**src/svqf_pkg.sv**
```systemverilog
// package: register map, field positions and widths of the forwarding block
package svqf_pkg;
  localparam int          NPORT        = 3;
  localparam int          VLAN_DEPTH   = 16;
  localparam int          VID_W        = 12;
  localparam int          FID_W        = 4;
  localparam int          VENT_W       = 20;
  // register byte addresses
  localparam logic [7:0] A_GLOBAL     = 8'h05;
  localparam logic [7:0] A_PMAP_LO    = 8'h0C;
  localparam logic [7:0] A_PMAP_HI    = 8'h0D;
  localparam logic [7:0] A_PORT_BASE  = 8'h10;
  localparam logic [7:0] A_PORT_STEP  = 8'h10;
  localparam logic [7:0] A_OFF_CTRL0  = 8'h00;
  localparam logic [7:0] A_OFF_CTRL2  = 8'h02;
  localparam logic [7:0] A_OFF_TAGHI  = 8'h03;
  localparam logic [7:0] A_OFF_TAGLO  = 8'h04;
  localparam logic [7:0] A_DSCP_BASE  = 8'h60;
  localparam logic [7:0] A_DSCP_LAST  = 8'h67;
  localparam logic [7:0] A_INS_SEL    = 8'hC2;
  localparam logic [7:0] A_VT_D0      = 8'hF0;
  localparam logic [7:0] A_VT_D1      = 8'hF1;
  localparam logic [7:0] A_VT_D2      = 8'hF2;
  localparam logic [7:0] A_VT_WIDX    = 8'hF3;
  localparam logic [7:0] A_MODE       = 8'hF4;
  localparam logic [7:0] A_STATUS     = 8'hF5;
  // field positions
  localparam int B_WFQ       = 3;
  localparam int B_SPLIT     = 0;
  localparam int B_TAG_REM   = 1;
  localparam int B_TAG_INS   = 2;
  localparam int B_PPRIO_LO  = 3;
  localparam int B_P8021P    = 5;
  localparam int B_DSCP_EN   = 6;
  localparam int B_REMAP     = 7;
  localparam int B_DISC_NPV  = 5;
  localparam int B_ING_FILT  = 6;
  localparam int B_VLAN_EN   = 0;
  localparam int B_BYPASS    = 0;
  // vlan entry layout
  localparam int V_VID_LO    = 0;
  localparam int V_FID_LO    = 12;
  localparam int V_MEM_LO    = 16;
  localparam int V_VALID     = 19;
  // default tag fields inside the 16-bit tag
  localparam int T_PCP_LO    = 13;
  localparam logic [1:0] Q_TOP       = 2'h3;
  localparam logic [1:0] Q_BASE      = 2'h0;
  localparam logic [2:0] PORT_HOST   = 3'h4;
  localparam logic [2:0] PORT_ALL    = 3'h7;
  localparam logic [7:0] RST_BYTE    = 8'h00;
endpackage

```
**src/svqf_top.sv**
```systemverilog
// forwarding, classification and egress tag decisions of a 3-port switch
// Behaviour
// - sleep pin high puts the switch into bypass, ports 1 and 2 still switch
// - in bypass, frames bound for port 3 are dropped before buffering
// - sixteen-entry table maps a 12-bit vid to a 4-bit filter group
// - untagged or null-vid frames use the ingress port default vid
// - vlan mode: invalid vid drops the frame and suppresses learning
// - static miss or group mismatch plus dynamic miss: vlan member ports
// - static hit with flag clear or group match: static entry port set
// - static table undecided and dynamic hit: the dynamic entry port
// - source miss adds a dynamic entry, source hit refreshes its stamp
// - per-port ingress filtering and non-default-vid discard
// - four queues per port, queue 3 highest, queue 0 lowest
// - per-port split bit; unsplit ports treat all priorities alike
// - global bit selects strict priority or weighted fair queuing
// - port-based priority field marks every frame of that port high
// - 802.1p enable maps tagged frame priority through a mapping table
// - tag insertion adds ingress default tag for selected source ports
// - already tagged frames never receive a second tag
// - tag removal strips the tag at egress; untagged frames pass
// - frame check sequence is recomputed after insertion or removal
// - priority above the default tag priority is lowered to it
// - dscp six bits select one bit of a 64-bit priority register
// - port 3 is the processor port, ports 1 and 2 face the network
//
// Strobed register access and the register offsets were chosen for this implementation.
`timescale 1ns/10ps
module svqf_top (
  input  wire logic        mclk_i,
  input  wire logic        rst_i,
  input  wire logic [7:0]  addr_i,
  input  wire logic [7:0]  wdata_i,
  input  wire logic        wr_i,
  input  wire logic        rd_i,
  output logic      [7:0]  rdata_o,
  input  wire logic        host_port_tx_error_input_i,
  input  wire logic        req_valid_i,
  input  wire logic [1:0]  req_src_i,
  input  wire logic        req_tagged_i,
  input  wire logic [11:0] req_vid_i,
  input  wire logic [2:0]  req_pcp_i,
  input  wire logic        req_ip_i,
  input  wire logic [5:0]  req_dscp_i,
  input  wire logic        st_hit_i,
  input  wire logic        st_use_fid_i,
  input  wire logic [3:0]  st_fid_i,
  input  wire logic [2:0]  st_ports_i,
  input  wire logic        dyn_da_hit_i,
  input  wire logic [1:0]  dyn_port_i,
  input  wire logic        dyn_sa_hit_i,
  output logic             res_valid_o,
  output logic             res_drop_o,
  output logic      [2:0]  res_ports_o,
  output logic      [5:0]  res_queue_o,
  output logic      [2:0]  res_pcp_o,
  output logic      [2:0]  res_ins_o,
  output logic      [2:0]  res_rem_o,
  output logic      [2:0]  res_crc_o,
  output logic      [15:0] res_tag_o,
  output logic             learn_add_o,
  output logic             learn_refresh_o,
  output logic      [3:0]  filter_group_id_o,
  output logic             bypass_o,
  output logic             sched_wfq_o
);
  // port count is fixed by the register map, not a free parameter
  localparam int NP = svqf_pkg::NPORT;

  // all block state in one record: settings, sync flops, results
  typedef struct packed {
    logic [7:0]        global_r;
    logic [15:0]       pmap;
    logic [NP-1:0][7:0]  ctrl0;
    logic [NP-1:0][7:0]  ctrl2;
    logic [NP-1:0][15:0] dtag;
    logic [63:0]       dscp;
    logic [5:0]        ins_sel;
    logic [23:0]       vt_data;
    logic [7:0]        mode;
    logic              sync1;
    logic              sync2;
    logic [7:0]        rdata;
    logic              rvalid;
    logic              rdrop;
    logic [2:0]        rports;
    logic [5:0]        rqueue;
    logic [2:0]        rpcp;
    logic [2:0]        rins;
    logic [2:0]        rrem;
    logic [2:0]        rcrc;
    logic [15:0]       rtag;
    logic              ladd;
    logic              lref;
    logic [3:0]        lfid;
  } svqf_state_t;

  svqf_state_t st_reg;
  svqf_state_t st_next;

  // vlan lookup outputs and settings of the ingress port
  logic        vt_hit;
  logic [3:0]  vt_fid;
  logic [2:0]  vt_mem;
  logic [11:0] look_vid;
  logic        vt_wr;
  logic [7:0]  port_ctl0;
  logic [7:0]  port_ctl2;
  logic [15:0] port_tag;

  // ingress port settings, port 3 (index 2) is the processor port
  // source index 3 is illegal and would read past the port arrays
  assign port_ctl0 = st_reg.ctrl0[req_src_i];
  assign port_ctl2 = st_reg.ctrl2[req_src_i];
  assign port_tag  = st_reg.dtag[req_src_i];
  // null vid and untagged frames fall back to the port default vid
  assign look_vid  = (!req_tagged_i || req_vid_i == '0) ?
                     port_tag[11:0] : req_vid_i;
  // the index write commits the staged entry at that same edge
  assign vt_wr     = wr_i && addr_i == svqf_pkg::A_VT_WIDX;

  // lookup is combinational, so the answer meets the request edge
  svqf_vlan_table #(
    .DEPTH (svqf_pkg::VLAN_DEPTH)
  ) u_vlan_table (
    .mclk_i    (mclk_i),
    .rst_i     (rst_i),
    .wr_i      (vt_wr),
    .widx_i    (wdata_i[3:0]),
    .wdata_i   (st_reg.vt_data[svqf_pkg::VENT_W-1:0]),
    .vid_i     (look_vid),
    .hit_o     (vt_hit),
    .fid_o     (vt_fid),
    .members_o (vt_mem)
  );

  // one combinational pass computes every next value of the state
  always_comb
  begin
    logic        vlan_on;
    logic        drop;
    logic [3:0]  filter_group_id;
    logic [2:0]  mem;
    logic [2:0]  dest;
    logic        st_ok;
    logic [1:0]  prio;
    logic [2:0]  pcp;
    logic [2:0]  ceil;
    logic [1:0]  k;
    logic [7:0]  pa;
    // defaults: admit, all ports members, lowest queue, pcp as received
    st_next  = st_reg;
    vlan_on  = st_reg.mode[svqf_pkg::B_VLAN_EN];
    drop     = 1'b0;
    filter_group_id      = '0;
    mem      = svqf_pkg::PORT_ALL;
    dest     = '0;
    st_ok    = 1'b0;
    prio     = svqf_pkg::Q_BASE;
    pcp      = req_pcp_i;
    ceil     = port_tag[svqf_pkg::T_PCP_LO +: 3];
    k        = '0;
    pa       = '0;

    // sleep pin passes two flops; bypass follows it both ways
    // the pin is not timed to mclk_i, so only sync2 is ever decoded
    st_next.sync1 = host_port_tx_error_input_i;
    st_next.sync2 = st_reg.sync1;

    // register writes
    if (wr_i)
    begin
      // global, mapping, insert-select and vlan staging registers
      if (addr_i == svqf_pkg::A_GLOBAL)
        st_next.global_r = wdata_i;
      if (addr_i == svqf_pkg::A_PMAP_LO)
        st_next.pmap[7:0] = wdata_i;
      if (addr_i == svqf_pkg::A_PMAP_HI)
        st_next.pmap[15:8] = wdata_i;
      if (addr_i == svqf_pkg::A_INS_SEL)
        st_next.ins_sel = wdata_i[5:0];
      if (addr_i == svqf_pkg::A_VT_D0)
        st_next.vt_data[7:0] = wdata_i;
      if (addr_i == svqf_pkg::A_VT_D1)
        st_next.vt_data[15:8] = wdata_i;
      if (addr_i == svqf_pkg::A_VT_D2)
        st_next.vt_data[23:16] = wdata_i;
      if (addr_i == svqf_pkg::A_MODE)
        st_next.mode = wdata_i;
      if (addr_i >= svqf_pkg::A_DSCP_BASE && addr_i <= svqf_pkg::A_DSCP_LAST)
        st_next.dscp[addr_i[2:0]*8 +: 8] = wdata_i;
      // each port block repeats at a fixed step from the first one
      for (int p = 0; p < NP; p++)
      begin
        pa = svqf_pkg::A_PORT_BASE + 8'(p) * svqf_pkg::A_PORT_STEP;
        if (addr_i == pa + svqf_pkg::A_OFF_CTRL0)
          st_next.ctrl0[p] = wdata_i;
        if (addr_i == pa + svqf_pkg::A_OFF_CTRL2)
          st_next.ctrl2[p] = wdata_i;
        if (addr_i == pa + svqf_pkg::A_OFF_TAGHI)
          st_next.dtag[p][15:8] = wdata_i;
        if (addr_i == pa + svqf_pkg::A_OFF_TAGLO)
          st_next.dtag[p][7:0] = wdata_i;
      end
    end

    // register reads, data stand for exactly the next cycle
    st_next.rdata = svqf_pkg::RST_BYTE;
    // unmapped and write-only addresses read back as zero
    if (rd_i)
    begin
      case (addr_i)
        svqf_pkg::A_GLOBAL:  st_next.rdata = st_reg.global_r;
        svqf_pkg::A_PMAP_LO: st_next.rdata = st_reg.pmap[7:0];
        svqf_pkg::A_PMAP_HI: st_next.rdata = st_reg.pmap[15:8];
        svqf_pkg::A_INS_SEL: st_next.rdata = {2'h0, st_reg.ins_sel};
        svqf_pkg::A_VT_D0:   st_next.rdata = st_reg.vt_data[7:0];
        svqf_pkg::A_VT_D1:   st_next.rdata = st_reg.vt_data[15:8];
        svqf_pkg::A_VT_D2:   st_next.rdata = st_reg.vt_data[23:16];
        svqf_pkg::A_MODE:    st_next.rdata = st_reg.mode;
        svqf_pkg::A_STATUS:  st_next.rdata = {7'h00, st_reg.sync2};
        default:             st_next.rdata = svqf_pkg::RST_BYTE;
      endcase
      if (addr_i >= svqf_pkg::A_DSCP_BASE && addr_i <= svqf_pkg::A_DSCP_LAST)
        st_next.rdata = st_reg.dscp[addr_i[2:0]*8 +: 8];
      // port blocks decode after the fixed map and override it
      for (int p = 0; p < NP; p++)
      begin
        pa = svqf_pkg::A_PORT_BASE + 8'(p) * svqf_pkg::A_PORT_STEP;
        if (addr_i == pa + svqf_pkg::A_OFF_CTRL0)
          st_next.rdata = st_reg.ctrl0[p];
        if (addr_i == pa + svqf_pkg::A_OFF_CTRL2)
          st_next.rdata = st_reg.ctrl2[p];
        if (addr_i == pa + svqf_pkg::A_OFF_TAGHI)
          st_next.rdata = st_reg.dtag[p][15:8];
        if (addr_i == pa + svqf_pkg::A_OFF_TAGLO)
          st_next.rdata = st_reg.dtag[p][7:0];
      end
    end

    // vlan admission; outside vlan mode every port is a member, group 0
    if (vlan_on)
    begin
      filter_group_id = vt_fid;
      mem = vt_mem;
      if (!vt_hit)
        drop = 1'b1;
      // ingress filter: the source port must belong to the vlan
      if (port_ctl2[svqf_pkg::B_ING_FILT] && !vt_mem[req_src_i])
        drop = 1'b1;
      // discard frames whose lookup vid is not the port default
      if (port_ctl2[svqf_pkg::B_DISC_NPV] && look_vid != port_tag[11:0])
        drop = 1'b1;
    end

    // destination resolution, static table first
    st_ok = st_hit_i && (!st_use_fid_i || st_fid_i == filter_group_id);
    if (st_ok)
      dest = st_ports_i;
    else if (dyn_da_hit_i)
      dest = 3'(1) << dyn_port_i;
    else
      dest = mem;
    // a frame never leaves through the port it arrived on
    dest[req_src_i] = 1'b0;
    // bypass keeps ports 1 and 2 alive and never buffers port 3 traffic
    if (st_reg.sync2)
      dest = dest & ~svqf_pkg::PORT_HOST;
    // an empty mask after pruning means nothing is buffered
    if (dest == '0)
      drop = 1'b1;

    // priority ceiling against the ingress default tag
    // untagged frames carry no priority field for the ceiling to lower
    if (port_ctl0[svqf_pkg::B_REMAP] && req_tagged_i && req_pcp_i > ceil)
      pcp = ceil;

    // classification: port based over 802.1p over dscp
    // dscp only raises priority; a clear code-point bit keeps queue 0
    if (port_ctl0[svqf_pkg::B_PPRIO_LO +: 2] != 2'h0)
      prio = svqf_pkg::Q_TOP;
    else if (port_ctl0[svqf_pkg::B_P8021P] && req_tagged_i)
      prio = st_reg.pmap[{pcp, 1'b0} +: 2];
    else if (port_ctl0[svqf_pkg::B_DSCP_EN] && req_ip_i &&
             st_reg.dscp[req_dscp_i])
      prio = svqf_pkg::Q_TOP;

    // pulses return to zero on idle cycles; fields follow every cycle
    st_next.rvalid = req_valid_i;
    st_next.rdrop  = req_valid_i && drop;
    st_next.rports = (req_valid_i && !drop) ? dest : '0;
    st_next.rpcp   = pcp;
    st_next.rtag   = {pcp, port_tag[12:0]};
    st_next.lfid   = filter_group_id;
    // learning only for admitted vlans
    // filtered or empty-mask frames still learn their source
    st_next.ladd   = req_valid_i && !(vlan_on && !vt_hit) && !dyn_sa_hit_i;
    st_next.lref   = req_valid_i && !(vlan_on && !vt_hit) && dyn_sa_hit_i;

    // per egress port: queue, tag insertion and removal
    for (int e = 0; e < NP; e++)
    begin
      // an unsplit queue puts everything in one class
      st_next.rqueue[2*e +: 2] =
        st_reg.ctrl0[e][svqf_pkg::B_SPLIT] ? prio : svqf_pkg::Q_BASE;
      // insert-select holds two bits per egress port, one per source
      // k ranks the source among the two ports other than e
      k = (req_src_i < 2'(e)) ? req_src_i : 2'(req_src_i - 2'h1);
      st_next.rins[e] = st_next.rports[e] && !req_tagged_i &&
                        st_reg.ctrl0[e][svqf_pkg::B_TAG_INS] &&
                        st_reg.ins_sel[2*e + int'(k)];
      st_next.rrem[e] = st_next.rports[e] && req_tagged_i &&
                        st_reg.ctrl0[e][svqf_pkg::B_TAG_REM];
      // four bytes more or less invalidate the received check sequence
      st_next.rcrc[e] = st_next.rins[e] || st_next.rrem[e];
    end
  end

  // whole state registered together, cleared to defaults
  // one register for all state keeps reset and update in one place
  always_ff @(posedge mclk_i or posedge rst_i)
  begin
    if (rst_i)
      st_reg <= '0;
    else
      st_reg <= st_next;
  end

  // every output is a field of the registered state, no logic after it
  assign rdata_o           = st_reg.rdata;
  assign res_valid_o       = st_reg.rvalid;
  assign res_drop_o        = st_reg.rdrop;
  assign res_ports_o       = st_reg.rports;
  assign res_queue_o       = st_reg.rqueue;
  assign res_pcp_o         = st_reg.rpcp;
  assign res_ins_o         = st_reg.rins;
  assign res_rem_o         = st_reg.rrem;
  assign res_crc_o         = st_reg.rcrc;
  assign res_tag_o         = st_reg.rtag;
  // learning strobes and group go to the address table outside
  assign learn_add_o       = st_reg.ladd;
  assign learn_refresh_o   = st_reg.lref;
  assign filter_group_id_o = st_reg.lfid;
  assign bypass_o          = st_reg.sync2;
  // scheduler mode goes to the egress arbiter as a level
  assign sched_wfq_o       = st_reg.global_r[svqf_pkg::B_WFQ];
endmodule

```
**src/svqf_vlan_table.sv**
```systemverilog
// sixteen-entry vlan table: vid to filter group and member ports
`timescale 1ns/10ps
module svqf_vlan_table #(
  parameter int DEPTH = svqf_pkg::VLAN_DEPTH
) (
  input  wire logic                       mclk_i,
  input  wire logic                       rst_i,
  input  wire logic                       wr_i,
  input  wire logic [$clog2(DEPTH)-1:0]   widx_i,
  input  wire logic [svqf_pkg::VENT_W-1:0] wdata_i,
  input  wire logic [svqf_pkg::VID_W-1:0] vid_i,
  output logic                            hit_o,
  output logic [svqf_pkg::FID_W-1:0]      fid_o,
  output logic [svqf_pkg::NPORT-1:0]      members_o
);
  logic [svqf_pkg::VENT_W-1:0] ent_reg [DEPTH];

  // entries clear to invalid so no vid matches before software loads them
  always_ff @(posedge mclk_i or posedge rst_i)
  begin
    if (rst_i)
    begin
      for (int i = 0; i < DEPTH; i++)
        ent_reg[i] <= '0;
    end
    else if (wr_i)
    begin
      ent_reg[widx_i] <= wdata_i;
    end
  end

  // associative search, lowest matching index wins on duplicates
  always_comb
  begin
    hit_o     = 1'b0;
    fid_o     = '0;
    members_o = '0;
    for (int i = DEPTH - 1; i >= 0; i--)
    begin
      if (ent_reg[i][svqf_pkg::V_VALID] &&
          ent_reg[i][svqf_pkg::V_VID_LO +: svqf_pkg::VID_W] == vid_i)
      begin
        hit_o     = 1'b1;
        fid_o     = ent_reg[i][svqf_pkg::V_FID_LO +: svqf_pkg::FID_W];
        members_o = ent_reg[i][svqf_pkg::V_MEM_LO +: svqf_pkg::NPORT];
      end
    end
  end
endmodule

```
**config.mk**
```make
export PLATFORM = sky130hd
export DESIGN_NAME = svqf_top
export DESIGN_NICKNAME = d
export VERILOG_FILES = /design/src/svqf_pkg.sv /design/src/svqf_top.sv /design/src/svqf_vlan_table.sv
export SDC_FILE = /design/constraint.sdc
export NUM_CORES = 2
export LEC_CHECK = 0
export BUFFER_PORTS_ARGS = -buffer_cell sky130_fd_sc_hd__buf_2
export CORE_ASPECT_RATIO = 1.4
export CORE_MARGIN = 2
export CORE_UTILIZATION = 35
export DETAILED_ROUTE_END_ITERATION = 16
export PLACE_DENSITY = 0.52
export SLEW_MARGIN = 20
export SYNTH_ARGS = -nofsm -noshare
export SYNTH_HDL_FRONTEND = slang
export SYNTH_SLANG_ARGS = --single-unit
```
**constraint.sdc**
```tcl
create_clock -name mclk_i -period 20.7 [get_ports mclk_i]
set_input_delay 4.14 -clock mclk_i [delete_from_list [all_inputs] [get_ports mclk_i]]
set_output_delay 4.14 -clock mclk_i [all_outputs]
set_load 0.02 [all_outputs]
```
==> impl_metrics.toml <==
[status]
outcome = "completed"

[timing]
timing.fmax_mhz = 98.1
fin_worst_hold_slack_ps = 344
fin_crit_ps = 10200
relSlewSlack_pct = 19.4
finalClockSkew_ps = 37.8
drv_slew = 0
fin_crit_sh_pct = 49.3
finalSetupViolations = 0
hold_viol = 0
worstMarginPinSlew_ps = 1200
setup_tns_ps = 0
rsz0062_at_grt = "false"

[clock_tree]
cts.path.max_buffers = 3
post_cts_resize_count = 0
clk_pin_slew_ps = 50
cts_sinks = 594
htree_levels = 3
root_buffer = "clkbuf_16"
cts_setup_buffers = 0
clock_latency_ps = 670
cts_tree = "done"
numCtsBuffers = 67
cts_hold_buf = 0

[global_route]
grt_pass1_wl_mm = 202
first_global_vias = 27800
grt_usage_pct = 27.9
grt_max_degree = 80
antenna_found_initial = 6
globalRoute.totalOverflow = 0

[critical_path]
rr_startpoint = "st_reg[167]$_DFFE_PP0P_"
ff2ff_path_depth = 17
reg2reg_to = "res_ins_o[0]$_DFF_PP0_"
crit_type = "primary input to flip-flop"
worstPathCellList = "buf_2 > buf_4 > o21a_1 > buf_4 > inv_1 > mux2i_1 > o211ai_1 > nor4_4 > buf_4 > a211o_1 > a221oi_1 > a211oi_1 > o31a_1 > mux2i_1 > nand3_1 > a32oi_2 > mux2_2 > nor3b_1"
path_common_cell = "buf_4"
arrival_ps = 10750
critPathMaxFanout = 33
worstSetupEndpointType = "flip-flop"
worst_setup_path_start_kind = "primary input"
r2r_slack_ps = 14330
critPathMaxStageDelay_ps = 760
required_ps = 21250
slowest_stage = "mux2i_1"

[yosys]
avgSynthCellArea_sq_um = 10.6
synth_edf_count = 0
synth_top_cells_by_area = "dfrtp_1 (43%), mux2_2 (16%), xnor2_1 (3.4%)"
syn-num-nets = 3304
ys_ff_latch = 594
synth_top_area_share_pct = 43.5
yosysUniqueCellTypes = 98
synth_top_flop_cell = "dfrtp_1"
netlist_instances = 3230
synthArstFlopShare_pct = 100
synth-seq-area-share_pct = 43.5
ys_warn_count = 0
yosysTopAreaCell = "dfrtp_1"
syn_area_sq_um = 34200

[pwr]
leakage_nw = 17.0
internal-power_mw = 2.00
p_switching_uw = 754
seq_power_share_pct = 43.8
power_frac_comb_pct = 9.6
swShare_pct = 27.4
ir_worst_vdd_mv = 0.0611
p_per_area_nw_per_um2 = 72.3
power.share.clock_pct = 46.6

[die]
die_h_microns = 374
die-area_sq_um = 100000
start_util_pct = 35.3
fp.coreArea_sq_um = 96800
die_x_microns = 268
io_pins = 115
rows = 135

[drt]
post_drt_wl_per_cell_microns = 30.8
drt_iter0_drc = 2834
num_vias = 27800
vias_per_cell = 6.07
drc_errors = 0
firstDrtPassIters = 6
wl_mm = 141
ant_nets = 0

[cells_and_area]
area_growth_pct = 11.6
fin_util_pct = 39.4
multi_input_area_sq_um = 17800
layout.filler_cells = 9465
regArea_sq_um = 14900
drive_above_1_share_pct = 27.4
largest_reg_flops = 320
final_net_count = 3297

[placed_design]
gp_congestion = 0.993
detailed_place_hpwl_mm = 96.6
numPortBuffers = 114

[worst_hold_path]
hold_path.startpoint = "st_next[53]$_DFF_PP0_"
hold_path_end = "bypass_o$_DFF_PP0_"
hold_class = "flip-flop to flip-flop"
hold_depth = 0

[run]
maxCapViolCount = 0
## cells in the mapped netlist (all sizes together) (24+ instances only)
cell / n
o22ai: 34
clkbuf: 149
a221oi: 36
mux2i: 58
nor3: 48
xor2: 56
o21ai: 168
nor4: 57
nand2: 263
dfrtp: 594
a21oi: 103
a211oi: 37
a31oi: 25
o211ai: 40
nor2: 158
xnor2: 132
mux4: 41
a22oi: 28
nand3: 73
inv: 91
o221ai: 24
mux2: 479
buf: 122
## worst max-delay path, delay by kind of cell
family	cells	cell delay (ps)
buffers and inverters	5	2250
AO/OA/AOI/OAI	7	1950
multiplexers	3	1380
AND/OR/NAND/NOR	3	910
## area by class of cell
cell class                 instances  area share (%)
clock inverter                    28            1.08
antenna                            1         0.00656
sequential                       594            39.0
multi-input combinational       2272            46.6
clock buffer                      92            5.04
inverter                          93           0.925
tap                             1301            4.27
timing repair buffer             195            3.10
## logic make-up after synthesis
family,synth area share (%)
buffers and inverters,4.82
and+or+nand+nor,11.3
xor gates and xnor gates,4.82
DFF,43.5
muxes,20.3
adders and majority gates,0.513
AOI/OAI and AO/OA,14.8
## stage by stage
| stage | power (mW) | instances | setup slack (ps) | instance area (sq um) |
|---|---|---|---|---|
| floorplan | 1.38 | 3230 | 8460 | 34200 |
| global placement | 1.49 | 4454 | 10050 | 35800 |
| detailed placement | 1.49 | 4455 | 10090 | 35800 |
| CTS | 2.78 | 4575 | 10750 | 38100 |
| global route | 2.84 | 4575 | 10440 | 38100 |
| finish | 2.76 | 4576 | 10500 | 38100 |
## cells in the final DEF, fill, tap and decap left out, drive strengths merged, types with 15 or more instances in the layout
master	instances
a211oi	37
a21oi	103
a221oi	36
a22oi	28
a31oi	25
and2	18
and3	21
buf	195
clkbuf	92
clkinv	15
dfrtp	594
inv	94
mux2	479
mux2i	58
mux4	41
nand2	263
nand2b	18
nand3	73
nand3b	19
nand4	23
nor2	158
nor2b	23
nor3	48
nor4	57
o2111ai	21
o211ai	40
o21ai	168
o221ai	24
o22ai	34
o31ai	18
or3	20
xnor2	132
xor2	56
## worst max path at each step
| stage | start | endpoint | slack (ps) | cells past startpoint |
|---|---|---|---|---|
| 2_1_floorplan | rst_i | bypass_o$_DFF_PP0_ | 8460 | 1 |
| 3_3_place_gp | req_src_i[0] | res_crc_o[0]$_DFF_PP0_ | 10050 | 18 |
| 6_report | req_src_i[0] | res_ins_o[0]$_DFF_PP0_ | 10500 | 18 |
| 4_1_cts | req_src_i[1] | res_crc_o[1]$_DFF_PP0_ | 10750 | 19 |
| 3_5_place_dp | req_src_i[0] | res_rem_o[2]$_DFF_PP0_ | 10090 | 18 |
| 5_1_grt | req_src_i[0] | res_ins_o[0]$_DFF_PP0_ | 10440 | 19 |
## power by group through the flow
stage / Sequential (mW) / Clock [mW] / Combinational (mW)
2_1_floorplan: 1.22 / 0 / 0.160
3_3_place_gp: 1.23 / 0 / 0.257
5_1_grt: 1.21 / 1.36 / 0.278
4_1_cts: 1.21 / 1.31 / 0.258
6_report: 1.21 / 1.29 / 0.264
3_5_place_dp: 1.23 / 0 / 0.257
## layer usage
layer  vias up  track usage, %  routed length [microns]
met4         8            18.5                    10600
met3       442            4.98                     9960
met5         -               0                       50
li1      11900               -                        -
met1     14100            33.2                    52900
met2      1328            45.7                    67200
Power figures use the tool's default switching activity.
